<file path="src/rttr_defs.svh">
// Constants of the retire trace and trap report block.
`ifndef RTTR_DEFS_SVH
`define RTTR_DEFS_SVH

// ----------------------------------------------------------------
// Widths
// ----------------------------------------------------------------
`define RTTR_LANES 2
`define RTTR_TRAP_W 14
`define RTTR_ORDER_W 64
`define RTTR_PC_W 32

// ----------------------------------------------------------------
// Trap record fields
// ----------------------------------------------------------------
`define RTTR_F_TRAP 0
`define RTTR_F_EXC 1
`define RTTR_F_DBG 2
`define RTTR_F_CODE_LO 3
`define RTTR_F_CODE_HI 8
`define RTTR_F_DCAUSE_LO 9
`define RTTR_F_DCAUSE_HI 11
`define RTTR_F_SUB_LO 12
`define RTTR_F_SUB_HI 13

// ----------------------------------------------------------------
// Exception codes, debug causes and fault subtypes
// ----------------------------------------------------------------
`define RTTR_EC_FETCH_ACCESS 6'h01
`define RTTR_EC_ILLEGAL 6'h02
`define RTTR_EC_BREAKPOINT 6'h03
`define RTTR_EC_LOAD_ACCESS 6'h05
`define RTTR_EC_STORE_ACCESS 6'h07
`define RTTR_EC_ECALL_USER 6'h08
`define RTTR_EC_ECALL_MACHINE 6'h0b
`define RTTR_EC_FETCH_BUS 6'h24
`define RTTR_EC_FETCH_INTEGRITY 6'h25
`define RTTR_DC_NONE 3'h0
`define RTTR_DC_EBREAK 3'h1
`define RTTR_DC_TRIGGER 3'h2
`define RTTR_DC_STEP 3'h4
`define RTTR_SUB_0 2'h0
`define RTTR_SUB_1 2'h1
`define RTTR_SUB_2 2'h2

// ----------------------------------------------------------------
// Register offsets and reset values
// ----------------------------------------------------------------
`define RTTR_A_CTRL 8'h00
`define RTTR_A_ORDER_LO 8'h04
`define RTTR_A_ORDER_HI 8'h08
`define RTTR_A_TRAP_CAUSE 8'h0c
`define RTTR_A_TRAP_PC 8'h10
`define RTTR_A_DEBUG_PC 8'h14
`define RTTR_A_DEBUG_STATUS 8'h18
`define RTTR_A_LAST_TRAP 8'h1c
`define RTTR_CTRL_RESET 2'h0
`define RTTR_CTRL_EBM 0
`define RTTR_CTRL_EBU 1

`endif

</file>
<file path="src/rttr_pkg.sv">
// Types shared by the retire trace and trap report block.
package rttr_pkg;

  // ----------------------------------------------------------------
  // Types
  // ----------------------------------------------------------------
  typedef logic [13:0] rttr_trap_t;

  typedef enum logic [1:0] {
    RTTR_KIND_NONE,
    RTTR_KIND_EXC,
    RTTR_KIND_DEBUG,
    RTTR_KIND_DEBUG_STAY
  } rttr_kind_e;

endpackage : rttr_pkg

</file>
<file path="src/rttr_top.sv">
// Retire trace and trap report: records, order count, trap side effects, registers.
//
// Function
// - Trace outputs besides the valid strobe mean something only while valid is high.
// - Each retired or trapping instruction raises valid and advances the order count.
// - Trace outputs are don't-care while valid is low; the consumer ignores them.
// - Record is 14 bits: trap, exception, debug, code[8:3], cause[11:9], subtype[13:12].
// - Trap flag set for any exception or debug entry.
// - Exception flag for traps with an exception code, debug flag for traps with debug entry.
// - Code describes exceptions, cause describes debug entries, subtype splits same codes.
// - Single step gives debug cause 4; with an exception both flags set.
// - Side effects and handler jump follow a reported trap in the next cycle.
// - Fetch from non-executable memory: code 0x01 subtype 0, updates cause and pc.
// - Fetch failing protection check: code 0x01 subtype 1.
// - Illegal gives 0x02, breakpoint without debug gives 0x03, subtype zero.
// - Load access fault: subtype 0 for misaligned I/O, 2 for protection failure.
// - Store access fault code 0x07: subtype 0 misaligned I/O, 2 protection.
// - User-mode environment call gives 0x08 subtype zero, updates cause and pc.
// - Fetch bus error gives code 0x24 subtype zero.
// - Fetch parity or checksum failure gives code 0x25 subtype zero.
// - Breakpoint outside debug with debug-on-breakpoint: debug cause 1, updates debug csrs.
// - Breakpoint inside debug mode: debug trap cause 1, only the last trap register updated.
// - Before-execution trigger match: debug cause 2, updates debug pc and status.
`include "rttr_defs.svh"

module rttr_top (
  input wire logic clk,
  input wire logic rst_n,
  input wire logic [7:0] reg_addr,
  input wire logic [31:0] reg_wdata,
  input wire logic reg_wr,
  input wire logic reg_rd,
  output logic [31:0] reg_rdata,
  input wire logic in_debug,
  input wire logic user_mode,
  input wire logic step_enable,
  input wire logic [`RTTR_LANES-1:0] lane_retire,
  input wire logic [`RTTR_LANES*`RTTR_PC_W-1:0] lane_pc,
  input wire logic [`RTTR_LANES-1:0] ev_fetch_pma,
  input wire logic [`RTTR_LANES-1:0] ev_fetch_pmp,
  input wire logic [`RTTR_LANES-1:0] ev_fetch_bus,
  input wire logic [`RTTR_LANES-1:0] ev_fetch_integrity,
  input wire logic [`RTTR_LANES-1:0] ev_illegal,
  input wire logic [`RTTR_LANES-1:0] ev_ebreak,
  input wire logic [`RTTR_LANES-1:0] ev_ecall,
  input wire logic [`RTTR_LANES-1:0] ev_load_io,
  input wire logic [`RTTR_LANES-1:0] ev_load_pmp,
  input wire logic [`RTTR_LANES-1:0] ev_store_io,
  input wire logic [`RTTR_LANES-1:0] ev_store_pmp,
  input wire logic [`RTTR_LANES-1:0] ev_trigger,
  output logic [`RTTR_LANES-1:0] trace_valid,
  output logic [`RTTR_LANES*`RTTR_ORDER_W-1:0] trace_order,
  output logic [`RTTR_LANES*`RTTR_TRAP_W-1:0] trace_trap,
  output logic [`RTTR_LANES*`RTTR_PC_W-1:0] trace_pc,
  output logic trap_csr_wr,
  output logic debug_csr_wr,
  output logic jump_trap_handler,
  output logic jump_debug_handler
);

  // ----------------------------------------------------------------
  // Helpers
  // ----------------------------------------------------------------
  function automatic logic reg_hit(input logic [7:0] addr, input logic [7:0] offset);
    reg_hit = (addr == offset);
  endfunction : reg_hit

  // ----------------------------------------------------------------
  // Control register
  // ----------------------------------------------------------------
  logic [1:0] ctrl;
  logic ebreak_to_debug;

  always_ff @(posedge clk or negedge rst_n) begin
    if (!rst_n) begin
      ctrl <= `RTTR_CTRL_RESET;
    end else if (reg_wr && reg_hit(reg_addr, `RTTR_A_CTRL)) begin
      ctrl <= reg_wdata[1:0];
    end
  end

  // The breakpoint control that applies depends on the privilege of the instruction.
  assign ebreak_to_debug = user_mode ? ctrl[`RTTR_CTRL_EBU] : ctrl[`RTTR_CTRL_EBM];

  // ----------------------------------------------------------------
  // Per-lane trap encoding
  // ----------------------------------------------------------------
  rttr_pkg::rttr_trap_t lane_trap [`RTTR_LANES];
  rttr_pkg::rttr_kind_e lane_kind [`RTTR_LANES];
  logic [`RTTR_LANES-1:0] lane_upd_trap;
  logic [`RTTR_LANES-1:0] lane_upd_debug;

  genvar g;
  generate
    for (g = 0; g < `RTTR_LANES; g++) begin : g_lane
      rttr_trap_encode u_enc (
        .in_debug(in_debug),
        .user_mode(user_mode),
        .ebreak_to_debug(ebreak_to_debug),
        .step_enable(step_enable),
        .ev_fetch_pma(ev_fetch_pma[g]),
        .ev_fetch_pmp(ev_fetch_pmp[g]),
        .ev_fetch_bus(ev_fetch_bus[g]),
        .ev_fetch_integrity(ev_fetch_integrity[g]),
        .ev_illegal(ev_illegal[g]),
        .ev_ebreak(ev_ebreak[g]),
        .ev_ecall(ev_ecall[g]),
        .ev_load_io(ev_load_io[g]),
        .ev_load_pmp(ev_load_pmp[g]),
        .ev_store_io(ev_store_io[g]),
        .ev_store_pmp(ev_store_pmp[g]),
        .ev_trigger(ev_trigger[g]),
        .trap(lane_trap[g]),
        .kind(lane_kind[g]),
        .upd_trap_csr(lane_upd_trap[g]),
        .upd_debug_csr(lane_upd_debug[g])
      );
    end
  endgenerate

  // ----------------------------------------------------------------
  // Record selection and order numbering
  // ----------------------------------------------------------------
  // A trap redirects the core, so younger lanes in the same cycle are
  // squashed rather than reported after it.
  logic [`RTTR_ORDER_W-1:0] order;
  logic [`RTTR_ORDER_W-1:0] next_order;
  logic [`RTTR_LANES-1:0] next_valid;
  logic [`RTTR_LANES*`RTTR_ORDER_W-1:0] next_trace_order;
  logic sel_found;
  rttr_pkg::rttr_trap_t sel_trap;
  rttr_pkg::rttr_kind_e sel_kind;
  logic [`RTTR_PC_W-1:0] sel_pc;
  logic sel_upd_trap;
  logic sel_upd_debug;

  always_comb begin
    next_order = order;
    next_valid = '0;
    next_trace_order = '0;
    sel_found = 1'b0;
    sel_trap = '0;
    sel_kind = rttr_pkg::RTTR_KIND_NONE;
    sel_pc = '0;
    sel_upd_trap = 1'b0;
    sel_upd_debug = 1'b0;
    for (int i = 0; i < `RTTR_LANES; i++) begin
      if (lane_retire[i] && !sel_found) begin
        next_valid[i] = 1'b1;
        next_trace_order[i*`RTTR_ORDER_W +: `RTTR_ORDER_W] = next_order;
        next_order = next_order + `RTTR_ORDER_W'(1);
        if (lane_trap[i][`RTTR_F_TRAP]) begin
          sel_found = 1'b1;
          sel_trap = lane_trap[i];
          sel_kind = lane_kind[i];
          sel_pc = lane_pc[i*`RTTR_PC_W +: `RTTR_PC_W];
          sel_upd_trap = lane_upd_trap[i];
          sel_upd_debug = lane_upd_debug[i];
        end
      end
    end
  end

  always_ff @(posedge clk or negedge rst_n) begin
    if (!rst_n) begin
      order <= '0;
    end else begin
      order <= next_order;
    end
  end

  // ----------------------------------------------------------------
  // Trace outputs
  // ----------------------------------------------------------------
  always_ff @(posedge clk or negedge rst_n) begin
    if (!rst_n) begin
      trace_valid <= '0;
    end else begin
      trace_valid <= next_valid;
    end
  end

  // Payload is loaded only with a record, so idle cycles hold stale data
  // that the consumer is required to ignore.
  generate
    for (g = 0; g < `RTTR_LANES; g++) begin : g_payload
      always_ff @(posedge clk or negedge rst_n) begin
        if (!rst_n) begin
          trace_order[g*`RTTR_ORDER_W +: `RTTR_ORDER_W] <= '0;
          trace_trap[g*`RTTR_TRAP_W +: `RTTR_TRAP_W] <= '0;
          trace_pc[g*`RTTR_PC_W +: `RTTR_PC_W] <= '0;
        end else if (next_valid[g]) begin
          trace_order[g*`RTTR_ORDER_W +: `RTTR_ORDER_W] <=
            next_trace_order[g*`RTTR_ORDER_W +: `RTTR_ORDER_W];
          trace_trap[g*`RTTR_TRAP_W +: `RTTR_TRAP_W] <= lane_trap[g];
          trace_pc[g*`RTTR_PC_W +: `RTTR_PC_W] <= lane_pc[g*`RTTR_PC_W +: `RTTR_PC_W];
        end
      end
    end
  endgenerate

  // ----------------------------------------------------------------
  // Trap side effects, one cycle behind the record
  // ----------------------------------------------------------------
  logic pend_valid;
  rttr_pkg::rttr_trap_t pend_trap;
  rttr_pkg::rttr_kind_e pend_kind;
  logic [`RTTR_PC_W-1:0] pend_pc;
  logic pend_upd_trap;
  logic pend_upd_debug;

  always_ff @(posedge clk or negedge rst_n) begin
    if (!rst_n) begin
      pend_valid <= 1'b0;
      pend_trap <= '0;
      pend_kind <= rttr_pkg::RTTR_KIND_NONE;
      pend_pc <= '0;
      pend_upd_trap <= 1'b0;
      pend_upd_debug <= 1'b0;
    end else begin
      pend_valid <= sel_found;
      pend_trap <= sel_trap;
      pend_kind <= sel_kind;
      pend_pc <= sel_pc;
      pend_upd_trap <= sel_found && sel_upd_trap;
      pend_upd_debug <= sel_found && sel_upd_debug;
    end
  end

  logic [5:0] trap_cause;
  logic [`RTTR_PC_W-1:0] trap_pc;
  logic [`RTTR_PC_W-1:0] debug_pc;
  logic [2:0] debug_status;
  rttr_pkg::rttr_trap_t last_trap;

  always_ff @(posedge clk or negedge rst_n) begin
    if (!rst_n) begin
      trap_cause <= '0;
      trap_pc <= '0;
    end else if (pend_upd_trap) begin
      trap_cause <= pend_trap[`RTTR_F_CODE_HI:`RTTR_F_CODE_LO];
      trap_pc <= pend_pc;
    end
  end

  always_ff @(posedge clk or negedge rst_n) begin
    if (!rst_n) begin
      debug_pc <= '0;
      debug_status <= `RTTR_DC_NONE;
    end else if (pend_upd_debug) begin
      debug_pc <= pend_pc;
      debug_status <= pend_trap[`RTTR_F_DCAUSE_HI:`RTTR_F_DCAUSE_LO];
    end
  end

  always_ff @(posedge clk or negedge rst_n) begin
    if (!rst_n) begin
      last_trap <= '0;
    end else if (pend_valid) begin
      last_trap <= pend_trap;
    end
  end

  // Debug-mode exceptions and breakpoints go to the debug handler and update
  // only the last trap register.
  always_ff @(posedge clk or negedge rst_n) begin
    if (!rst_n) begin
      trap_csr_wr <= 1'b0;
      debug_csr_wr <= 1'b0;
      jump_trap_handler <= 1'b0;
      jump_debug_handler <= 1'b0;
    end else begin
      trap_csr_wr <= pend_upd_trap;
      debug_csr_wr <= pend_upd_debug;
      jump_trap_handler <= pend_upd_trap && (pend_kind == rttr_pkg::RTTR_KIND_EXC);
      jump_debug_handler <= pend_valid && !(pend_upd_trap
                            && (pend_kind == rttr_pkg::RTTR_KIND_EXC));
    end
  end

  // ----------------------------------------------------------------
  // Register read port
  // ----------------------------------------------------------------
  logic [31:0] next_rdata;

  always_comb begin
    next_rdata = 32'h0000_0000;
    case (reg_addr)
      `RTTR_A_CTRL: next_rdata = {30'h0000_0000, ctrl};
      `RTTR_A_ORDER_LO: next_rdata = order[31:0];
      `RTTR_A_ORDER_HI: next_rdata = order[63:32];
      `RTTR_A_TRAP_CAUSE: next_rdata = {26'h000_0000, trap_cause};
      `RTTR_A_TRAP_PC: next_rdata = trap_pc;
      `RTTR_A_DEBUG_PC: next_rdata = debug_pc;
      `RTTR_A_DEBUG_STATUS: next_rdata = {29'h0000_0000, debug_status};
      `RTTR_A_LAST_TRAP: next_rdata = {18'h0_0000, last_trap};
      default: next_rdata = 32'h0000_0000;
    endcase
  end

  always_ff @(posedge clk or negedge rst_n) begin
    if (!rst_n) begin
      reg_rdata <= 32'h0000_0000;
    end else if (reg_rd) begin
      reg_rdata <= next_rdata;
    end else begin
      reg_rdata <= 32'h0000_0000;
    end
  end

endmodule : rttr_top

</file>
<file path="src/rttr_trap_encode.sv">
// Combinational encoder of one lane's synchronous trap record.
`include "rttr_defs.svh"

module rttr_trap_encode (
  input wire logic in_debug,
  input wire logic user_mode,
  input wire logic ebreak_to_debug,
  input wire logic step_enable,
  input wire logic ev_fetch_pma,
  input wire logic ev_fetch_pmp,
  input wire logic ev_fetch_bus,
  input wire logic ev_fetch_integrity,
  input wire logic ev_illegal,
  input wire logic ev_ebreak,
  input wire logic ev_ecall,
  input wire logic ev_load_io,
  input wire logic ev_load_pmp,
  input wire logic ev_store_io,
  input wire logic ev_store_pmp,
  input wire logic ev_trigger,
  output rttr_pkg::rttr_trap_t trap,
  output rttr_pkg::rttr_kind_e kind,
  output logic upd_trap_csr,
  output logic upd_debug_csr
);

  logic exc;
  logic dbg;
  logic [5:0] code;
  logic [2:0] dcause;
  logic [1:0] sub;

  always_comb begin
    exc = 1'b1;
    dbg = 1'b0;
    code = 6'h00;
    dcause = `RTTR_DC_NONE;
    sub = `RTTR_SUB_0;
    kind = rttr_pkg::RTTR_KIND_EXC;
    // A before-execution trigger wins outside debug mode, since the instruction never runs.
    if (ev_trigger && !in_debug) begin
      exc = 1'b0; dbg = 1'b1; dcause = `RTTR_DC_TRIGGER;
    end else if (ev_fetch_pma) begin
      code = `RTTR_EC_FETCH_ACCESS; sub = `RTTR_SUB_0;
    end else if (ev_fetch_pmp) begin
      code = `RTTR_EC_FETCH_ACCESS; sub = `RTTR_SUB_1;
    end else if (ev_fetch_bus) begin
      code = `RTTR_EC_FETCH_BUS;
    end else if (ev_fetch_integrity) begin
      code = `RTTR_EC_FETCH_INTEGRITY;
    end else if (ev_illegal) begin
      code = `RTTR_EC_ILLEGAL;
    end else if (ev_ebreak && in_debug) begin
      exc = 1'b0; dbg = 1'b1; dcause = `RTTR_DC_EBREAK;
    end else if (ev_ebreak && ebreak_to_debug) begin
      exc = 1'b0; dbg = 1'b1; dcause = `RTTR_DC_EBREAK;
    end else if (ev_ebreak) begin
      code = `RTTR_EC_BREAKPOINT;
    end else if (ev_ecall) begin
      code = user_mode ? `RTTR_EC_ECALL_USER : `RTTR_EC_ECALL_MACHINE;
    end else if (ev_load_io || ev_load_pmp) begin
      code = `RTTR_EC_LOAD_ACCESS;
      sub = ev_load_io ? `RTTR_SUB_0 : `RTTR_SUB_2;
    end else if (ev_store_io || ev_store_pmp) begin
      code = `RTTR_EC_STORE_ACCESS;
      sub = ev_store_io ? `RTTR_SUB_0 : `RTTR_SUB_2;
    end else begin
      exc = 1'b0;
    end
    if (dbg) begin
      kind = in_debug ? rttr_pkg::RTTR_KIND_DEBUG_STAY : rttr_pkg::RTTR_KIND_DEBUG;
    end else if (step_enable && !in_debug) begin
      dbg = 1'b1; dcause = `RTTR_DC_STEP; kind = rttr_pkg::RTTR_KIND_DEBUG;
    end else if (!exc) begin
      kind = rttr_pkg::RTTR_KIND_NONE;
    end
    upd_trap_csr = exc && !in_debug;
    upd_debug_csr = dbg && !in_debug;
    trap = '0;
    trap[`RTTR_F_TRAP] = exc || dbg;
    trap[`RTTR_F_EXC] = exc;
    trap[`RTTR_F_DBG] = dbg;
    trap[`RTTR_F_CODE_HI:`RTTR_F_CODE_LO] = code;
    trap[`RTTR_F_DCAUSE_HI:`RTTR_F_DCAUSE_LO] = dcause;
    trap[`RTTR_F_SUB_HI:`RTTR_F_SUB_LO] = sub;
  end

endmodule : rttr_trap_encode

</file>
<file path="config.mk">
export PLATFORM = sky130hd
export DESIGN_NAME = rttr_top
export DESIGN_NICKNAME = d
export VERILOG_FILES = /design/src/rttr_pkg.sv /design/src/rttr_top.sv /design/src/rttr_trap_encode.sv
export VERILOG_INCLUDE_DIRS = /design/src /design/src/src
export SDC_FILE = /design/constraint.sdc
export NUM_CORES = 1
export LEC_CHECK = 0
export ABC_AREA = 0
export BUFFER_PORTS_ARGS = -buffer_cell sky130_fd_sc_hd__buf_4
export CORE_MARGIN = 1.5
export CORE_UTILIZATION = 55
export DETAILED_ROUTE_END_ITERATION = 10
export HOLD_SLACK_MARGIN = 0.08
export PLACE_DENSITY = 0.87
export SETUP_SLACK_MARGIN = 0.15
export SYNTH_ARGS = -nofsm -noshare
export SYNTH_HDL_FRONTEND = slang
export SYNTH_SLANG_ARGS = --single-unit
</file>
<file path="constraint.sdc">
create_clock -name clk -period 5.3 [get_ports clk]
set_input_delay 0.53 -clock clk [delete_from_list [all_inputs] [get_ports clk]]
set_output_delay 0.53 -clock clk [all_outputs]
set_load 0.1 [all_outputs]
</file>
==> reports/qor.yml <==
vias_per_cell: 6.23
skew_ns: 0.0159
maxCapViolCount: 0
ios: 395
vdd_ir_drop_max_mv: 0.329
grt_pass1_wl_mm: 96.4
cts_buffers: 46
required_ns: 5.75
antenna_found_initial: 0
cts_max_level: 2
vias: 16262
cts_root_buffer: "clkbuf_16"
clk_latency_ns: 0.59
worstPathMaxFanout: 10
drtIter0Drc: 1486
drc: 14
n_fill_cell: 2537
yosysSeqAreaShare_pct: 56.7
fin_setup_tns_ns: 0
status: "finished with violations"
synth_edf_count: 0
core_um2: 35700
diodes: 0
drive_gt1_share_pct: 31.8
worst_slew_pin_slew_ns: 1.21
place.gp.congestion: 0.944
seq_area_um2: 11400
die_h_um: 194
cts_tree: "built"
synth_seq_cells: 455
synth_area_um2: 20100
synthArstFlopShare_pct: 100
power_density_nw_per_um2: 377
ant_nets: 0
synth_cells: 1789
slowest_delay_ns: 0.59
cp_cell_sequence: "ha_1 > nand4_2 > or4_1 > a221oi_2 > o21ai_0 > or4_4 > or4b_4 > nor4b_4 > nand4_1 > xor2_1"
cp.arrival_ns: 5.04
row_count: 69
multi_input_area_um2: 8200
hold_slack_ns: 0.135
clock_path_buffers: 3
grt_max_degree: 131
timing.fmax_ghz: 0.218
slowest_stage: "or4_1"
synth_area_leader_cell: "dfrtp_1"
layout.nets: 2254
post_dp_cell_area_um2: 23200
grt_pass1_vias: 16583
yosysWarnings: 0
postCtsSetupBuffers: 0
wl_per_cell_um: 24.0
path_class: "reg -> reg"
numPortBuffers: 362
grt-ovfl-total: 0
end_kind: "flop"
crit_buf_inv: 0
worst_slew_margin_rel_pct: 19.3
grt_setup_unrepaired: "false"
grt_usage_pct: 33.1
hold_path.class: "in -> reg"
slew_viol_final: 0
ys_types: 73
synthFlopType: "dfrtp_1"
synth_top_area_share_pct: 56.7
finalHoldViolCount: 0
area_growth_pct: 23.7
die_width_um: 194
min_period_over_period_pct: 86.5
cp-start-kind: "flop"
crit_family: "simple AND/OR/NAND/NOR gates"
p_leak_nw: 11.4
fin_crit_ns: 4.59
design_area_um2: 24800
violations: "design-rule violations"
clock-sinks: 455
hpwlAfterDp_mm: 44.8
clk_pin_slew_worst_paths_ns: 0.07
initial_core_util_pct: 56.2
firstDrtPassIters: 10
syn_avg_cell_area_um2: 11.2
die-area_um2: 37700
setup_viol: 0
yosys-top-cells-area: "dfrtp_1 (57%), mux2_2 (10%), nand2_1 (4.9%), xnor2_1 (2.5%), xor2_1 (2.4%)"
routed_wl_mm: 62.6
[cell families after synthesis]
group	count (synthesis)	synth area share (%)
AND/OR/NAND/NOR	610	15.6
flip-flops	455	56.7
AO/OA/AOI/OAI	282	9.48
multiplexers	186	10.4
buffers and inverters	138	2.69
XOR/XNOR	113	4.93
adder cells (fa/ha/maj)	4	0.249
other	1	0.0187
[report_power, final]
group          total (W)  internal [W]  switching [W]
Combinational    0.00189      0.000493        0.00140
Clock            0.00345       0.00204        0.00141
Sequential       0.00404       0.00377       0.000266
Total            0.00938       0.00631        0.00307
[per-layer routing]
metal / wire [um] / track usage (%) / vias up
met5: 0 / 0 / -
met3: 5050 / 7.01 / 180
met1: 25000 / 43.0 / 8149
met4: 2780 / 14.1 / 0
met2: 29800 / 53.9 / 883
li1: - / - / 7050
[registers in the layout, summed over array words and instances (netlist names)]
signal / cells
trace_order: 128
order: 64
trace_pc: 64
debug_pc: 32
pend_pc: 32
reg_rdata: 32
trap_pc: 32
trace_trap: 26
last_trap: 13
pend_trap: 13
trap_cause: 5
debug_status: 3
ctrl: 2
trace_valid: 2
debug_csr_wr: 1
jump_debug_handler: 1
jump_trap_handler: 1
pend_kind: 1
pend_upd_debug: 1
pend_upd_trap: 1
trap_csr_wr: 1
[worst paths after layout]
kind	from	end	slack (ns)	cells past startpoint
worst max register to register	order[1]	order[60]	0.71	10
worst max-delay path	order[1]	order[60]	0.71	10
worst min register to register	pend_trap[2]	jump_trap_handler	0.44	1
max in group asynchronous	rst_n	trace_order[110]	3.56	3
min in group asynchronous	rst_n	trace_trap[5]	0.53	2
worst min-delay path	lane_pc[40]	trace_pc[40]	0.14	3
[cells in the mapped netlist (7+ instances only)]
cell      number
and4_1        10
buf_2          9
nor2_1        61
nand2_1      261
dfrtp_1      455
a22o_1        33
a22oi_1       17
or4_1         13
xor2_1        56
nor2b_1        9
o31ai_1        7
and2_1        23
or3_1         14
nand3_1       42
nor4_1        29
nor3_1        29
nand4_1       42
o21ai_0       89
mux2_2       183
a222oi_1      29
clkbuf_1      93
a21oi_1       54
nand2b_1      13
inv_1         24
xnor2_1       57
and3_1        18
buf_1          9
[worst min-delay path: cells and delay by family]
family,cells,cell delay [ns]
buffers and inverters,1,0.08
and+or+nand+nor,2,0.09
[cells in the final DEF (no fill, tap or decap), drive strengths merged, types with 43 or more instances in the layout]
cell	n
nand2	261
dfrtp	455
mux2	183
buf	388
nand4	43
nor2	62
o21ai	90
clkbuf	64
a21oi	54
xnor2	57
xor2	56
[layout make-up]
class	instances	area share (%)
clock inverters	20	1.05
well taps	461	2.32
inverters	24	0.363
flip-flops and latches	455	45.8
repair buffers	389	12.0
multi-input cells	1197	33.0
clock buffers	64	5.47
[through the flow]
stage	instances	power (W)	setup WS [ns]	util (%)
4_1_cts	2610	0.00939	0.796	69.5
3_5_place_dp	2525	0.00594	0.841	65.0
6_report	2610	0.00938	0.714	69.5
5_1_grt	2610	0.00965	0.453	69.5
3_3_place_gp	2525	0.00588	0.908	65.0
2_1_floorplan	1790	0.00539	1.50	-
[timing repair]
| action | in CTS | in global routing |
|---|---|---|
| hold buffers | 1 | 0 |
| hold endpoints to repair | 83 | 0 |
| resized for setup | 0 | 0 |
(Power assumes the default switching activity.)
